### src/lpdb_regs.vh
// Constants for the DRAM power-state and bank-state sequencer
// Operation
// - Stay in active power down while enable low
// - Enable rise with deselect exits to active
// - Idle power down holds, exits to idle
// - Self refresh enable fall stops command decoding
// - Self refresh enable rise restores command decoding
// - Banks active plus enable fall: active power down
// - All banks idle plus enable fall: idle power down
// - Clock enable is asynchronous, synchronised separately
// - Self refresh accepts mode register, multipurpose and exit only
// - Idle power down: outputs float or terminate
// - Bank table only when enabled and exited
// - Activate starts activating; refresh starts bank refresh
// - Active bank takes reads and writes
// - Write after read waits burst end
// - Read after write waits burst end
// - Precharging: no-op or mode register read; auto precharge: no-op only
// - Refreshing or mode access: no-op only
// - Refreshes end idle after their periods
// - Mode access returns to idle, or to active from an open bank
`ifndef LPDB_REGS_VH
`define LPDB_REGS_VH

// Decoded command codes on cmd_code_i
`define LPDB_CMD_ACT   4'h1
`define LPDB_CMD_RD    4'h2
`define LPDB_CMD_WR    4'h3
`define LPDB_CMD_PRE   4'h4
`define LPDB_CMD_REFPB 4'h5
`define LPDB_CMD_REFAB 4'h6
`define LPDB_CMD_MRR   4'h7
`define LPDB_CMD_MRW   4'h8
`define LPDB_CMD_MPC   4'h9
`define LPDB_CMD_SRE   4'ha
`define LPDB_CMD_SRX   4'hb

// Device power states
`define LPDB_PWR_NORM  3'h0
`define LPDB_PWR_APD   3'h1
`define LPDB_PWR_IPD   3'h2
`define LPDB_PWR_SR    3'h3
`define LPDB_PWR_SRPD  3'h4
`define LPDB_PWR_EXIT  3'h5

// Bank states
`define LPDB_BK_IDLE   4'h0
`define LPDB_BK_ACTG   4'h1
`define LPDB_BK_ACTV   4'h2
`define LPDB_BK_RD     4'h3
`define LPDB_BK_WR     4'h4
`define LPDB_BK_RDAP   4'h5
`define LPDB_BK_WRAP   4'h6
`define LPDB_BK_PRE    4'h7
`define LPDB_BK_REFPB  4'h8
`define LPDB_BK_REFAB  4'h9
`define LPDB_BK_MRR    4'ha
`define LPDB_BK_MRW    4'hb

// Default residence periods in clock cycles, and the link clock edge count needed for an exit
`define LPDB_XP_CYC    8
`define LPDB_XSR_CYC   32
`define LPDB_RP_CYC    4
`define LPDB_RCD_CYC   4
`define LPDB_RFCPB_CYC 24
`define LPDB_RFCAB_CYC 48
`define LPDB_MRR_CYC   8
`define LPDB_MRW_CYC   10
`define LPDB_BURST_CYC 8
`define LPDB_CK_EDGES  2'h2

`endif

### src/lpdb_sync.v
// Three-stage synchroniser with agreement filter and edge pulses
`timescale 1ns/100ps
module lpdb_sync (
  input  wire sys_clk_i,
  input  wire rst_n_i,
  input  wire async_i,
  output reg  level_o,
  output reg  rise_o,
  output reg  fall_o
);

  reg s1_reg; // Metastable stage, read only by s2
  reg s2_reg;
  reg s3_reg;

  // Shift chain; the level moves only when stages two and three agree
  always @(posedge sys_clk_i or negedge rst_n_i) begin
    if (!rst_n_i) begin
      s1_reg  <= 1'b0;
      s2_reg  <= 1'b0;
      s3_reg  <= 1'b0;
      level_o <= 1'b0;
      rise_o  <= 1'b0;
      fall_o  <= 1'b0;
    end else begin
      s1_reg  <= async_i;
      s2_reg  <= s1_reg;
      s3_reg  <= s2_reg;
      rise_o  <= 1'b0;
      fall_o  <= 1'b0;
      if (s2_reg == s3_reg && s3_reg != level_o) begin
        level_o <= s3_reg;
        rise_o  <= s3_reg;
        fall_o  <= ~s3_reg;
      end
    end
  end

endmodule

### src/lpdb_core.v
// Power-state and per-bank state sequencer of a low-power DRAM channel
`timescale 1ns/100ps
`include "lpdb_regs.vh"
module lpdb_core #(
  parameter NUM_BANKS = 8,
  parameter XP_CYC    = `LPDB_XP_CYC,
  parameter XSR_CYC   = `LPDB_XSR_CYC,
  parameter RP_CYC    = `LPDB_RP_CYC,
  parameter RCD_CYC   = `LPDB_RCD_CYC,
  parameter RFCPB_CYC = `LPDB_RFCPB_CYC,
  parameter RFCAB_CYC = `LPDB_RFCAB_CYC,
  parameter MRR_CYC   = `LPDB_MRR_CYC,
  parameter MRW_CYC   = `LPDB_MRW_CYC,
  parameter BURST_CYC = `LPDB_BURST_CYC
) (
  input  wire                   sys_clk_i,
  input  wire                   rst_n_i,
  input  wire                   cke_i,
  input  wire                   ck_i,
  input  wire                   cmd_valid_i,
  input  wire [3:0]             cmd_code_i,
  input  wire [2:0]             cmd_bank_i,
  input  wire                   cmd_all_bank_i,
  input  wire                   auto_precharge_flag_i,
  input  wire                   on_die_termination_i,
  output reg  [2:0]             power_state_o,
  output reg  [NUM_BANKS*4-1:0] bank_state_o,
  output reg                    cmd_decode_en_o,
  output reg                    exit_ready_o,
  output reg                    dq_hiz_o,
  output reg                    dq_term_o,
  output reg                    illegal_cmd_o
);

  // Synchronised clock enable and sampled link clock
  wire cke_lvl;     // Filtered clock enable level
  wire cke_rise;    // One-cycle pulse on low-to-high
  wire cke_fall;    // One-cycle pulse on high-to-low
  wire ck_rise;     // Link clock rising edge seen

  // Power state machine registers
  reg  [2:0] pwr_reg;
  reg  [2:0] pwr_next;
  reg  [7:0] exit_tmr_reg;   // Exit period countdown
  reg  [7:0] exit_tmr_next;
  reg  [1:0] ck_cnt_reg;     // Link clock edges seen during exit
  reg  [1:0] ck_cnt_next;
  reg  [2:0] exit_to_reg;    // State entered once exit completes
  reg  [2:0] exit_to_next;

  // Bank summaries
  wire [NUM_BANKS-1:0] bank_idle;
  wire [NUM_BANKS-1:0] bank_err;
  wire                 all_idle;
  wire                 dec_en;   // Bank table is in force
  wire                 sr_dec;   // Self refresh command decoding live
  wire                 sr_bad;   // Command refused in self refresh

  // Decides whether a command names a given bank
  function hits;
    input [3:0] code;
    input [2:0] bank;
    input       all;
    input [2:0] idx;
    begin
      case (code)
        `LPDB_CMD_REFAB, `LPDB_CMD_MRR, `LPDB_CMD_MRW: hits = 1'b1;
        `LPDB_CMD_PRE: hits = all | (bank == idx);
        `LPDB_CMD_MPC, `LPDB_CMD_SRE, `LPDB_CMD_SRX: hits = 1'b0;
        default: hits = (bank == idx);
      endcase
    end
  endfunction

  // Clock enable has no relation to the command clock, so it is filtered
  lpdb_sync u_cke_sync (
    .sys_clk_i (sys_clk_i),
    .rst_n_i   (rst_n_i),
    .async_i   (cke_i),
    .level_o   (cke_lvl),
    .rise_o    (cke_rise),
    .fall_o    (cke_fall)
  );

  // Link clock sampled only to count rising edges during an exit
  lpdb_sync u_ck_sync (
    .sys_clk_i (sys_clk_i),
    .rst_n_i   (rst_n_i),
    .async_i   (ck_i),
    .level_o   (),
    .rise_o    (ck_rise),
    .fall_o    ()
  );

  assign all_idle = &bank_idle;

  // Bank table only with enable high on both samples and outside any exit
  assign dec_en = (pwr_reg == `LPDB_PWR_NORM) & cke_lvl & ~cke_fall & ~cke_rise;

  // Self refresh decodes only while enable stays high
  assign sr_dec = (pwr_reg == `LPDB_PWR_SR) & cke_lvl & ~cke_fall;

  // Only mode register, multipurpose and exit are accepted in self refresh
  assign sr_bad = sr_dec & cmd_valid_i & (cmd_code_i != `LPDB_CMD_MRR) & (cmd_code_i != `LPDB_CMD_MRW)
                  & (cmd_code_i != `LPDB_CMD_MPC) & (cmd_code_i != `LPDB_CMD_SRX);

  // Power state next-value logic
  always @* begin
    pwr_next      = pwr_reg;
    exit_tmr_next = exit_tmr_reg;
    ck_cnt_next   = ck_cnt_reg;
    exit_to_next  = exit_to_reg;
    case (pwr_reg)
      `LPDB_PWR_NORM: begin
        // Enable toggles are only honoured with deselect on the bus
        if (cke_fall && !cmd_valid_i) begin
          if (all_idle)
            pwr_next = `LPDB_PWR_IPD;
          else
            pwr_next = `LPDB_PWR_APD;
        end else if (dec_en && cmd_valid_i && cmd_code_i == `LPDB_CMD_SRE && all_idle) begin
          pwr_next = `LPDB_PWR_SR;
        end
      end
      `LPDB_PWR_APD: begin
        // Bus is ignored while enable stays low
        if (cke_rise && !cmd_valid_i) begin
          pwr_next      = `LPDB_PWR_EXIT;
          exit_tmr_next = XP_CYC[7:0];
          ck_cnt_next   = 2'h0;
          exit_to_next  = `LPDB_PWR_NORM;
        end
      end
      `LPDB_PWR_IPD: begin
        if (cke_rise && !cmd_valid_i) begin
          pwr_next      = `LPDB_PWR_EXIT;
          exit_tmr_next = XP_CYC[7:0];
          ck_cnt_next   = 2'h0;
          exit_to_next  = `LPDB_PWR_NORM;
        end
      end
      `LPDB_PWR_SR: begin
        if (cke_fall && !cmd_valid_i) begin
          pwr_next = `LPDB_PWR_SRPD;
        end else if (sr_dec && cmd_valid_i && cmd_code_i == `LPDB_CMD_SRX) begin
          pwr_next      = `LPDB_PWR_EXIT;
          exit_tmr_next = XSR_CYC[7:0];
          ck_cnt_next   = 2'h0;
          exit_to_next  = `LPDB_PWR_NORM;
        end
      end
      `LPDB_PWR_SRPD: begin
        // Decoding returns but the device stays in self refresh
        if (cke_rise && !cmd_valid_i)
          pwr_next = `LPDB_PWR_SR;
      end
      `LPDB_PWR_EXIT: begin
        // Exit period counts regardless of the bus
        if (ck_rise && ck_cnt_reg != `LPDB_CK_EDGES)
          ck_cnt_next = ck_cnt_reg + 2'h1;
        if (exit_tmr_reg > 8'h1)
          exit_tmr_next = exit_tmr_reg - 8'h1;
        else
          pwr_next = exit_to_reg;
      end
      default: pwr_next = `LPDB_PWR_NORM;
    endcase
  end

  // Power state registers and registered outputs
  always @(posedge sys_clk_i or negedge rst_n_i) begin
    if (!rst_n_i) begin
      pwr_reg         <= `LPDB_PWR_NORM;
      exit_tmr_reg    <= 8'h00;
      ck_cnt_reg      <= 2'h0;
      exit_to_reg     <= `LPDB_PWR_NORM;
      power_state_o   <= `LPDB_PWR_NORM;
      cmd_decode_en_o <= 1'b0;
      exit_ready_o    <= 1'b0;
      dq_hiz_o        <= 1'b0;
      dq_term_o       <= 1'b0;
      illegal_cmd_o   <= 1'b0;
    end else begin
      pwr_reg         <= pwr_next;
      exit_tmr_reg    <= exit_tmr_next;
      ck_cnt_reg      <= ck_cnt_next;
      exit_to_reg     <= exit_to_next;
      power_state_o   <= pwr_next;
      // Decoding is off in power down and in the self refresh sub-state
      cmd_decode_en_o <= (pwr_next == `LPDB_PWR_NORM) | (pwr_next == `LPDB_PWR_SR);
      // Pulses when the exit ends after enough link clock rising edges
      exit_ready_o    <= (pwr_reg == `LPDB_PWR_EXIT) & (pwr_next != `LPDB_PWR_EXIT)
                         & (ck_cnt_next == `LPDB_CK_EDGES);
      // Data pins float or terminate only in idle power down
      dq_hiz_o        <= (pwr_next == `LPDB_PWR_IPD) & ~on_die_termination_i;
      dq_term_o       <= (pwr_next == `LPDB_PWR_IPD) & on_die_termination_i;
      illegal_cmd_o   <= (|bank_err) | sr_bad;
    end
  end

  // One state machine per bank
  genvar g;
  generate
    for (g = 0; g < NUM_BANKS; g = g + 1) begin : g_bank
      reg  [3:0] st_reg;   // Bank state
      reg  [3:0] ret_reg;  // State to return to after a mode access
      reg  [7:0] tmr_reg;  // Residence countdown
      reg  [7:0] bst_reg;  // Burst countdown
      wire       hit;      // Command names this bank
      wire       burst_on; // Data burst still running
      wire [3:0] code;

      assign code     = cmd_code_i;
      assign hit      = dec_en & cmd_valid_i & hits(code, cmd_bank_i, cmd_all_bank_i, g[2:0]);
      assign burst_on = (bst_reg != 8'h00);
      assign bank_idle[g] = (st_reg == `LPDB_BK_IDLE) & ~burst_on;

      // Flags a command that the bank's current state does not allow
      assign bank_err[g] = hit & (
        ((st_reg == `LPDB_BK_IDLE) & ((code == `LPDB_CMD_RD) | (code == `LPDB_CMD_WR))) |
        ((st_reg == `LPDB_BK_ACTG) & (code != `LPDB_CMD_MRR)) |
        ((st_reg == `LPDB_BK_PRE) & (code != `LPDB_CMD_MRR)) |
        (st_reg == `LPDB_BK_RDAP) | (st_reg == `LPDB_BK_WRAP) |
        ((st_reg == `LPDB_BK_RD) & (code == `LPDB_CMD_WR) & burst_on) |
        ((st_reg == `LPDB_BK_WR) & (code == `LPDB_CMD_RD) & burst_on) |
        (((st_reg == `LPDB_BK_RD) | (st_reg == `LPDB_BK_WR)) & (code != `LPDB_CMD_RD)
          & (code != `LPDB_CMD_WR) & (code != `LPDB_CMD_PRE)) |
        ((st_reg == `LPDB_BK_ACTV) & ((code == `LPDB_CMD_ACT) | (code == `LPDB_CMD_REFPB)
          | (code == `LPDB_CMD_REFAB)))) |
        // Refresh and mode access refuse any command at all
        (dec_en & cmd_valid_i & (st_reg >= `LPDB_BK_REFPB));

      // Bank transitions and residence timers
      always @(posedge sys_clk_i or negedge rst_n_i) begin
        if (!rst_n_i) begin
          st_reg  <= `LPDB_BK_IDLE;
          ret_reg <= `LPDB_BK_IDLE;
          tmr_reg <= 8'h00;
          bst_reg <= 8'h00;
        end else begin
          if (burst_on)
            bst_reg <= bst_reg - 8'h01;
          if (tmr_reg != 8'h00)
            tmr_reg <= tmr_reg - 8'h01;
          case (st_reg)
            `LPDB_BK_IDLE: begin
              if (hit) begin
                case (code)
                  `LPDB_CMD_ACT: begin
                    st_reg  <= `LPDB_BK_ACTG;
                    tmr_reg <= RCD_CYC[7:0];
                  end
                  `LPDB_CMD_REFPB: begin
                    st_reg  <= `LPDB_BK_REFPB;
                    tmr_reg <= RFCPB_CYC[7:0];
                  end
                  `LPDB_CMD_REFAB: begin
                    // Honoured only once every bank is quiet
                    if (all_idle) begin
                      st_reg  <= `LPDB_BK_REFAB;
                      tmr_reg <= RFCAB_CYC[7:0];
                    end
                  end
                  `LPDB_CMD_MRW: begin
                    if (all_idle) begin
                      st_reg  <= `LPDB_BK_MRW;
                      ret_reg <= `LPDB_BK_IDLE;
                      tmr_reg <= MRW_CYC[7:0];
                    end
                  end
                  `LPDB_CMD_MRR: begin
                    st_reg  <= `LPDB_BK_MRR;
                    ret_reg <= `LPDB_BK_IDLE;
                    tmr_reg <= MRR_CYC[7:0];
                  end
                  `LPDB_CMD_PRE: begin
                    // Precharge of an idle bank still costs the full period
                    st_reg  <= `LPDB_BK_PRE;
                    tmr_reg <= RP_CYC[7:0];
                  end
                  default: st_reg <= `LPDB_BK_IDLE;
                endcase
              end
            end
            `LPDB_BK_ACTG: begin
              // Row becomes usable when the row-to-column delay is met
              if (tmr_reg == 8'h01)
                st_reg <= `LPDB_BK_ACTV;
            end
            `LPDB_BK_ACTV, `LPDB_BK_RD, `LPDB_BK_WR: begin
              if (hit && !bank_err[g]) begin
                case (code)
                  `LPDB_CMD_RD, `LPDB_CMD_WR: begin
                    bst_reg <= BURST_CYC[7:0];
                    if (auto_precharge_flag_i) begin
                      st_reg  <= (code == `LPDB_CMD_RD) ? `LPDB_BK_RDAP : `LPDB_BK_WRAP;
                      tmr_reg <= BURST_CYC[7:0] + RP_CYC[7:0];
                    end else begin
                      st_reg  <= (code == `LPDB_CMD_RD) ? `LPDB_BK_RD : `LPDB_BK_WR;
                    end
                  end
                  `LPDB_CMD_PRE: begin
                    st_reg  <= `LPDB_BK_PRE;
                    tmr_reg <= RP_CYC[7:0];
                  end
                  `LPDB_CMD_MRR: begin
                    st_reg  <= `LPDB_BK_MRR;
                    ret_reg <= `LPDB_BK_ACTV;
                    tmr_reg <= MRR_CYC[7:0];
                  end
                  `LPDB_CMD_MRW: begin
                    st_reg  <= `LPDB_BK_MRW;
                    ret_reg <= `LPDB_BK_ACTV;
                    tmr_reg <= MRW_CYC[7:0];
                  end
                  default: st_reg <= st_reg;
                endcase
              end
            end
            `LPDB_BK_RDAP, `LPDB_BK_WRAP, `LPDB_BK_PRE: begin
              // Closes to idle once the precharge period is met
              if (tmr_reg == 8'h01)
                st_reg <= `LPDB_BK_IDLE;
            end
            `LPDB_BK_REFPB, `LPDB_BK_REFAB: begin
              if (tmr_reg == 8'h01)
                st_reg <= `LPDB_BK_IDLE;
            end
            `LPDB_BK_MRR, `LPDB_BK_MRW: begin
              if (tmr_reg == 8'h01)
                st_reg <= ret_reg;
            end
            default: st_reg <= `LPDB_BK_IDLE;
          endcase
        end
      end

      // Bank state exported straight from a flop
      always @(posedge sys_clk_i or negedge rst_n_i) begin
        if (!rst_n_i)
          bank_state_o[g*4 +: 4] <= `LPDB_BK_IDLE;
        else
          bank_state_o[g*4 +: 4] <= st_reg;
      end
    end
  endgenerate

endmodule

### config.mk
export PLATFORM = sky130hd
export DESIGN_NAME = lpdb_core
export DESIGN_NICKNAME = d
export VERILOG_FILES = /design/src/lpdb_sync.v /design/src/lpdb_core.v
export VERILOG_INCLUDE_DIRS = /design/src
export SDC_FILE = /design/constraint.sdc
export NUM_CORES = 1
export LEC_CHECK = 0
export BUFFER_PORTS_ARGS = -buffer_cell sky130_fd_sc_hd__buf_4
export CAP_MARGIN = 20
export CORE_MARGIN = 2
export CORE_UTILIZATION = 50
export CTS_CLUSTER_SIZE = 28
export DETAILED_ROUTE_END_ITERATION = 7
export GPL_TIMING_DRIVEN = 0
export PLACE_DENSITY_LB_ADDON = 0.3
export SLEW_MARGIN = 10
export SYNTH_ARGS = -nofsm -noshare
export SYNTH_HDL_FRONTEND = slang
export SYNTH_HIERARCHICAL = 1
export SYNTH_SLANG_ARGS = --single-unit
### constraint.sdc
create_clock -name sys_clk_i -period 2.95 [get_ports sys_clk_i]
set_input_delay 0.7375 -clock sys_clk_i [delete_from_list [all_inputs] [get_ports sys_clk_i]]
set_output_delay 0.7375 -clock sys_clk_i [all_outputs]
set_load 0.01 [all_outputs]
==> impl_metrics.prom <==
# TYPE chip_impl_metric gauge
chip_impl_info{name="hold_class",value="in -> async"} 1
chip_impl_info{name="outcome",value="finished with violations"} 1
chip_impl_metric{name="setup_violations",unit=""} 50
chip_impl_metric{name="r2r.worst_path.cells",unit=""} 8
chip_impl_metric{name="critical_path_peak_fanout",unit=""} 11
chip_impl_metric{name="die_height",unit="µm"} 174
chip_impl_metric{name="drt_pass1_iterations",unit=""} 8
chip_impl_metric{name="netlist_instances",unit=""} 1643
chip_impl_info{name="worst_r2r_endpoint",value="g_bank[5].st_reg[1]$_DFFE_PN0P_"} 1
chip_impl_metric{name="place.gp.congestion",unit=""} 1.01
chip_impl_metric{name="grt_pass1_wl",unit="µm"} 74500
chip_impl_metric{name="core_area",unit="µm²"} 28500
chip_impl_metric{name="fin_skew",unit="ns"} 0.0108
chip_impl_info{name="most_common_cell_after_layout_fill_and_taps_aside",value="dfrtp_1"} 1
chip_impl_metric{name="ff2ff_setup_slack",unit="ns"} -0.20
chip_impl_metric{name="detail-route-antenna-nets",unit=""} 0
chip_impl_metric{name="fin_setup_tns",unit="ns"} -3.83
chip_impl_metric{name="dieWidth",unit="µm"} 174
chip_impl_metric{name="finalWirelength",unit="µm"} 49100
chip_impl_metric{name="post_synth_instance_area",unit="µm²"} 14400
chip_impl_metric{name="clock-sinks",unit=""} 229
chip_impl_metric{name="ctsHtreeMaxLevel",unit=""} 1
chip_impl_metric{name="grt-ovfl-total",unit=""} 0
chip_impl_metric{name="grt_start_max_net_pins",unit=""} 110
chip_impl_metric{name="ir_worst_vdd",unit="V"} 0.000629
chip_impl_metric{name="dp_hpwl",unit="µm"} 33100
chip_impl_metric{name="diodes",unit=""} 0
chip_impl_metric{name="cts_made_buffers",unit=""} 25
chip_impl_info{name="tritoncts",value="built"} 1
chip_impl_metric{name="max_clock_freq",unit="GHz"} 0.318
chip_impl_metric{name="std_cell_rows",unit=""} 62
chip_impl_metric{name="cap_viol_max_count",unit=""} 0
chip_impl_metric{name="antenna_found_initial",unit=""} 0
chip_impl_metric{name="avgRoutedWirePerCell",unit="µm"} 22.4
chip_impl_info{name="cts_root_buffer",value="clkbuf_16"} 1
chip_impl_metric{name="io_pins",unit=""} 55
chip_impl_metric{name="ys_warn_count",unit=""} 6
chip_impl_info{name="cp-end-kind",value="flip-flop"} 1
chip_impl_metric{name="final_report_hold_violation_count",unit=""} 0
chip_impl_info{name="path_class",value="reg -> reg"} 1
chip_impl_metric{name="power_leakage",unit="nW"} 7.34
chip_impl_metric{name="worst_slack",unit="ns"} -0.196
chip_impl_metric{name="slew_viol_final",unit=""} 0
chip_impl_info{name="rsz0062_at_grt",value="yes"} 1
chip_impl_metric{name="syn_area_per_cell",unit="µm²"} 8.76
chip_impl_metric{name="nNetsFinal",unit=""} 1842
chip_impl_metric{name="finalWorstPathRequiredPeriod",unit="ns"} 3.15
chip_impl_metric{name="critPathRequiredTime",unit="ns"} 3.37
chip_impl_metric{name="worst_setup_hold_path_clk_slew",unit="ns"} 0.07
chip_impl_metric{name="die-area",unit="µm²"} 30200
chip_impl_metric{name="initial_utilization",unit="%"} 50.4
chip_impl_metric{name="power_density",unit="nW/µm²"} 1000
chip_impl_metric{name="final_min_period_over_clock_period",unit="%"} 107
chip_impl_metric{name="cts-root-to-sink-buffers",unit=""} 3
chip_impl_metric{name="final_core_util",unit="%"} 63.2
chip_impl_info{name="violated_checks",value="setup timing"} 1
chip_impl_metric{name="synthToLayoutAreaGrowth",unit="%"} 25.4
chip_impl_metric{name="via_count",unit=""} 14100
chip_impl_metric{name="max_slew.worst_pin.slew",unit="ns"} 1.13
chip_impl_metric{name="clk_latency",unit="ns"} 0.54
chip_impl_metric{name="worst_ep_arrival_time",unit="ns"} 3.57
chip_impl_metric{name="globalRouteTotalUtil",unit="%"} 31.4
chip_impl_info{name="regToRegStartpoint",value="g_bank[5].st_reg[2]$_DFFE_PN0P_"} 1
chip_impl_metric{name="postSynthNetCount",unit=""} 1694
chip_impl_metric{name="first_iter_violations",unit=""} 1452
chip_impl_metric{name="portBuffers",unit=""} 53
chip_impl_metric{name="relSlewSlack",unit="%"} 23.9
chip_impl_metric{name="layout-drive-gt1-share",unit="%"} 22.0
chip_impl_info{name="setup_crit_start_kind",value="flip-flop"} 1
chip_impl_metric{name="grt_pass1_vias",unit=""} 13100
chip_impl_info{name="most-common-layout-cells",value="217 x dfrtp_1, 161 x nor2_1, 116 x buf_4"} 1
chip_impl_metric{name="drt-vias-per-instance",unit=""} 6.41
chip_impl_metric{name="drc_errors",unit=""} 0
what timing repair did:
item	4_1_cts	5_1_grt
setup buffers	44	32
endpoints found under the setup margin	176	153
resized for setup	131	129
hold buffers	0	0
pin swaps	27	44
stage by stage:
stage / hold WS (ns) / total power [mW] / std cells / setup WS [ns] / area, µm²
after floorplan: 0.331 / 11.0 / 1643 / -0.117 / 14500
after global placement: 0.338 / 12.8 / 2080 / -1.93 / 15400
after detailed placement: 0.340 / 13.1 / 2085 / -1.94 / 15500
after CTS: 0.0135 / 17.4 / 2170 / -0.199 / 17300
after global routing: 0.0172 / 19.2 / 2194 / -0.252 / 18000
final: 0.0133 / 18.1 / 2194 / -0.196 / 18000
where the power goes:
part	switching (mW)	internal [mW]	total, mW
clock network	1.30	2.12	3.42
logic	5.07	4.12	9.19
registers	1.24	4.25	5.49
worst max path at each step:
| stage | start | endpoint | depth (start not counted) |
|---|---|---|---|
| floorplan | cmd_code_i[1] | g_bank[5].st_reg[3]$_DFFE_PN0P_ | 9 |
| global placement | cmd_code_i[1] | g_bank[4].st_reg[1]$_DFFE_PN0P_ | 11 |
| detailed placement | cmd_code_i[1] | g_bank[4].st_reg[1]$_DFFE_PN0P_ | 11 |
| CTS | g_bank[6].st_reg[1]$_DFFE_PN0P_ | g_bank[5].st_reg[1]$_DFFE_PN0P_ | 9 |
| global route | g_bank[5].bst_reg[0]$_DFF_PN0_ | g_bank[5].st_reg[1]$_DFFE_PN0P_ | 10 |
| finish | g_bank[5].st_reg[2]$_DFFE_PN0P_ | g_bank[5].st_reg[1]$_DFFE_PN0P_ | 8 |
worst max-delay path: stages (launching register included):
cell     delay [ns]
dfrtp_2        0.50
nor4_4         0.39
nand4_1        0.27
or4_4          0.48
o31a_1         0.30
buf_6          0.15
o31a_1         0.28
nor3_4         0.32
mux2_4         0.33
layer usage:
layer	vias up	global-route usage [%]	wire length, µm
met5	-	0	0
met3	205	5.75	5170
met4	0	15.8	2790
met1	6724	42.9	19700
li1	6362	-	-
met2	780	47.9	21500
cell type report:
cell class	instances	area [µm²]
plain buffers	69	365
clock buffers	35	713
clock inverters	11	193
fillers	2367	10500
inverters	74	278
multi-input cells	1258	9120
flip-flops and latches	229	5750
well taps	384	480
repair buffers	134	1140
(Power assumes the default switching activity.)
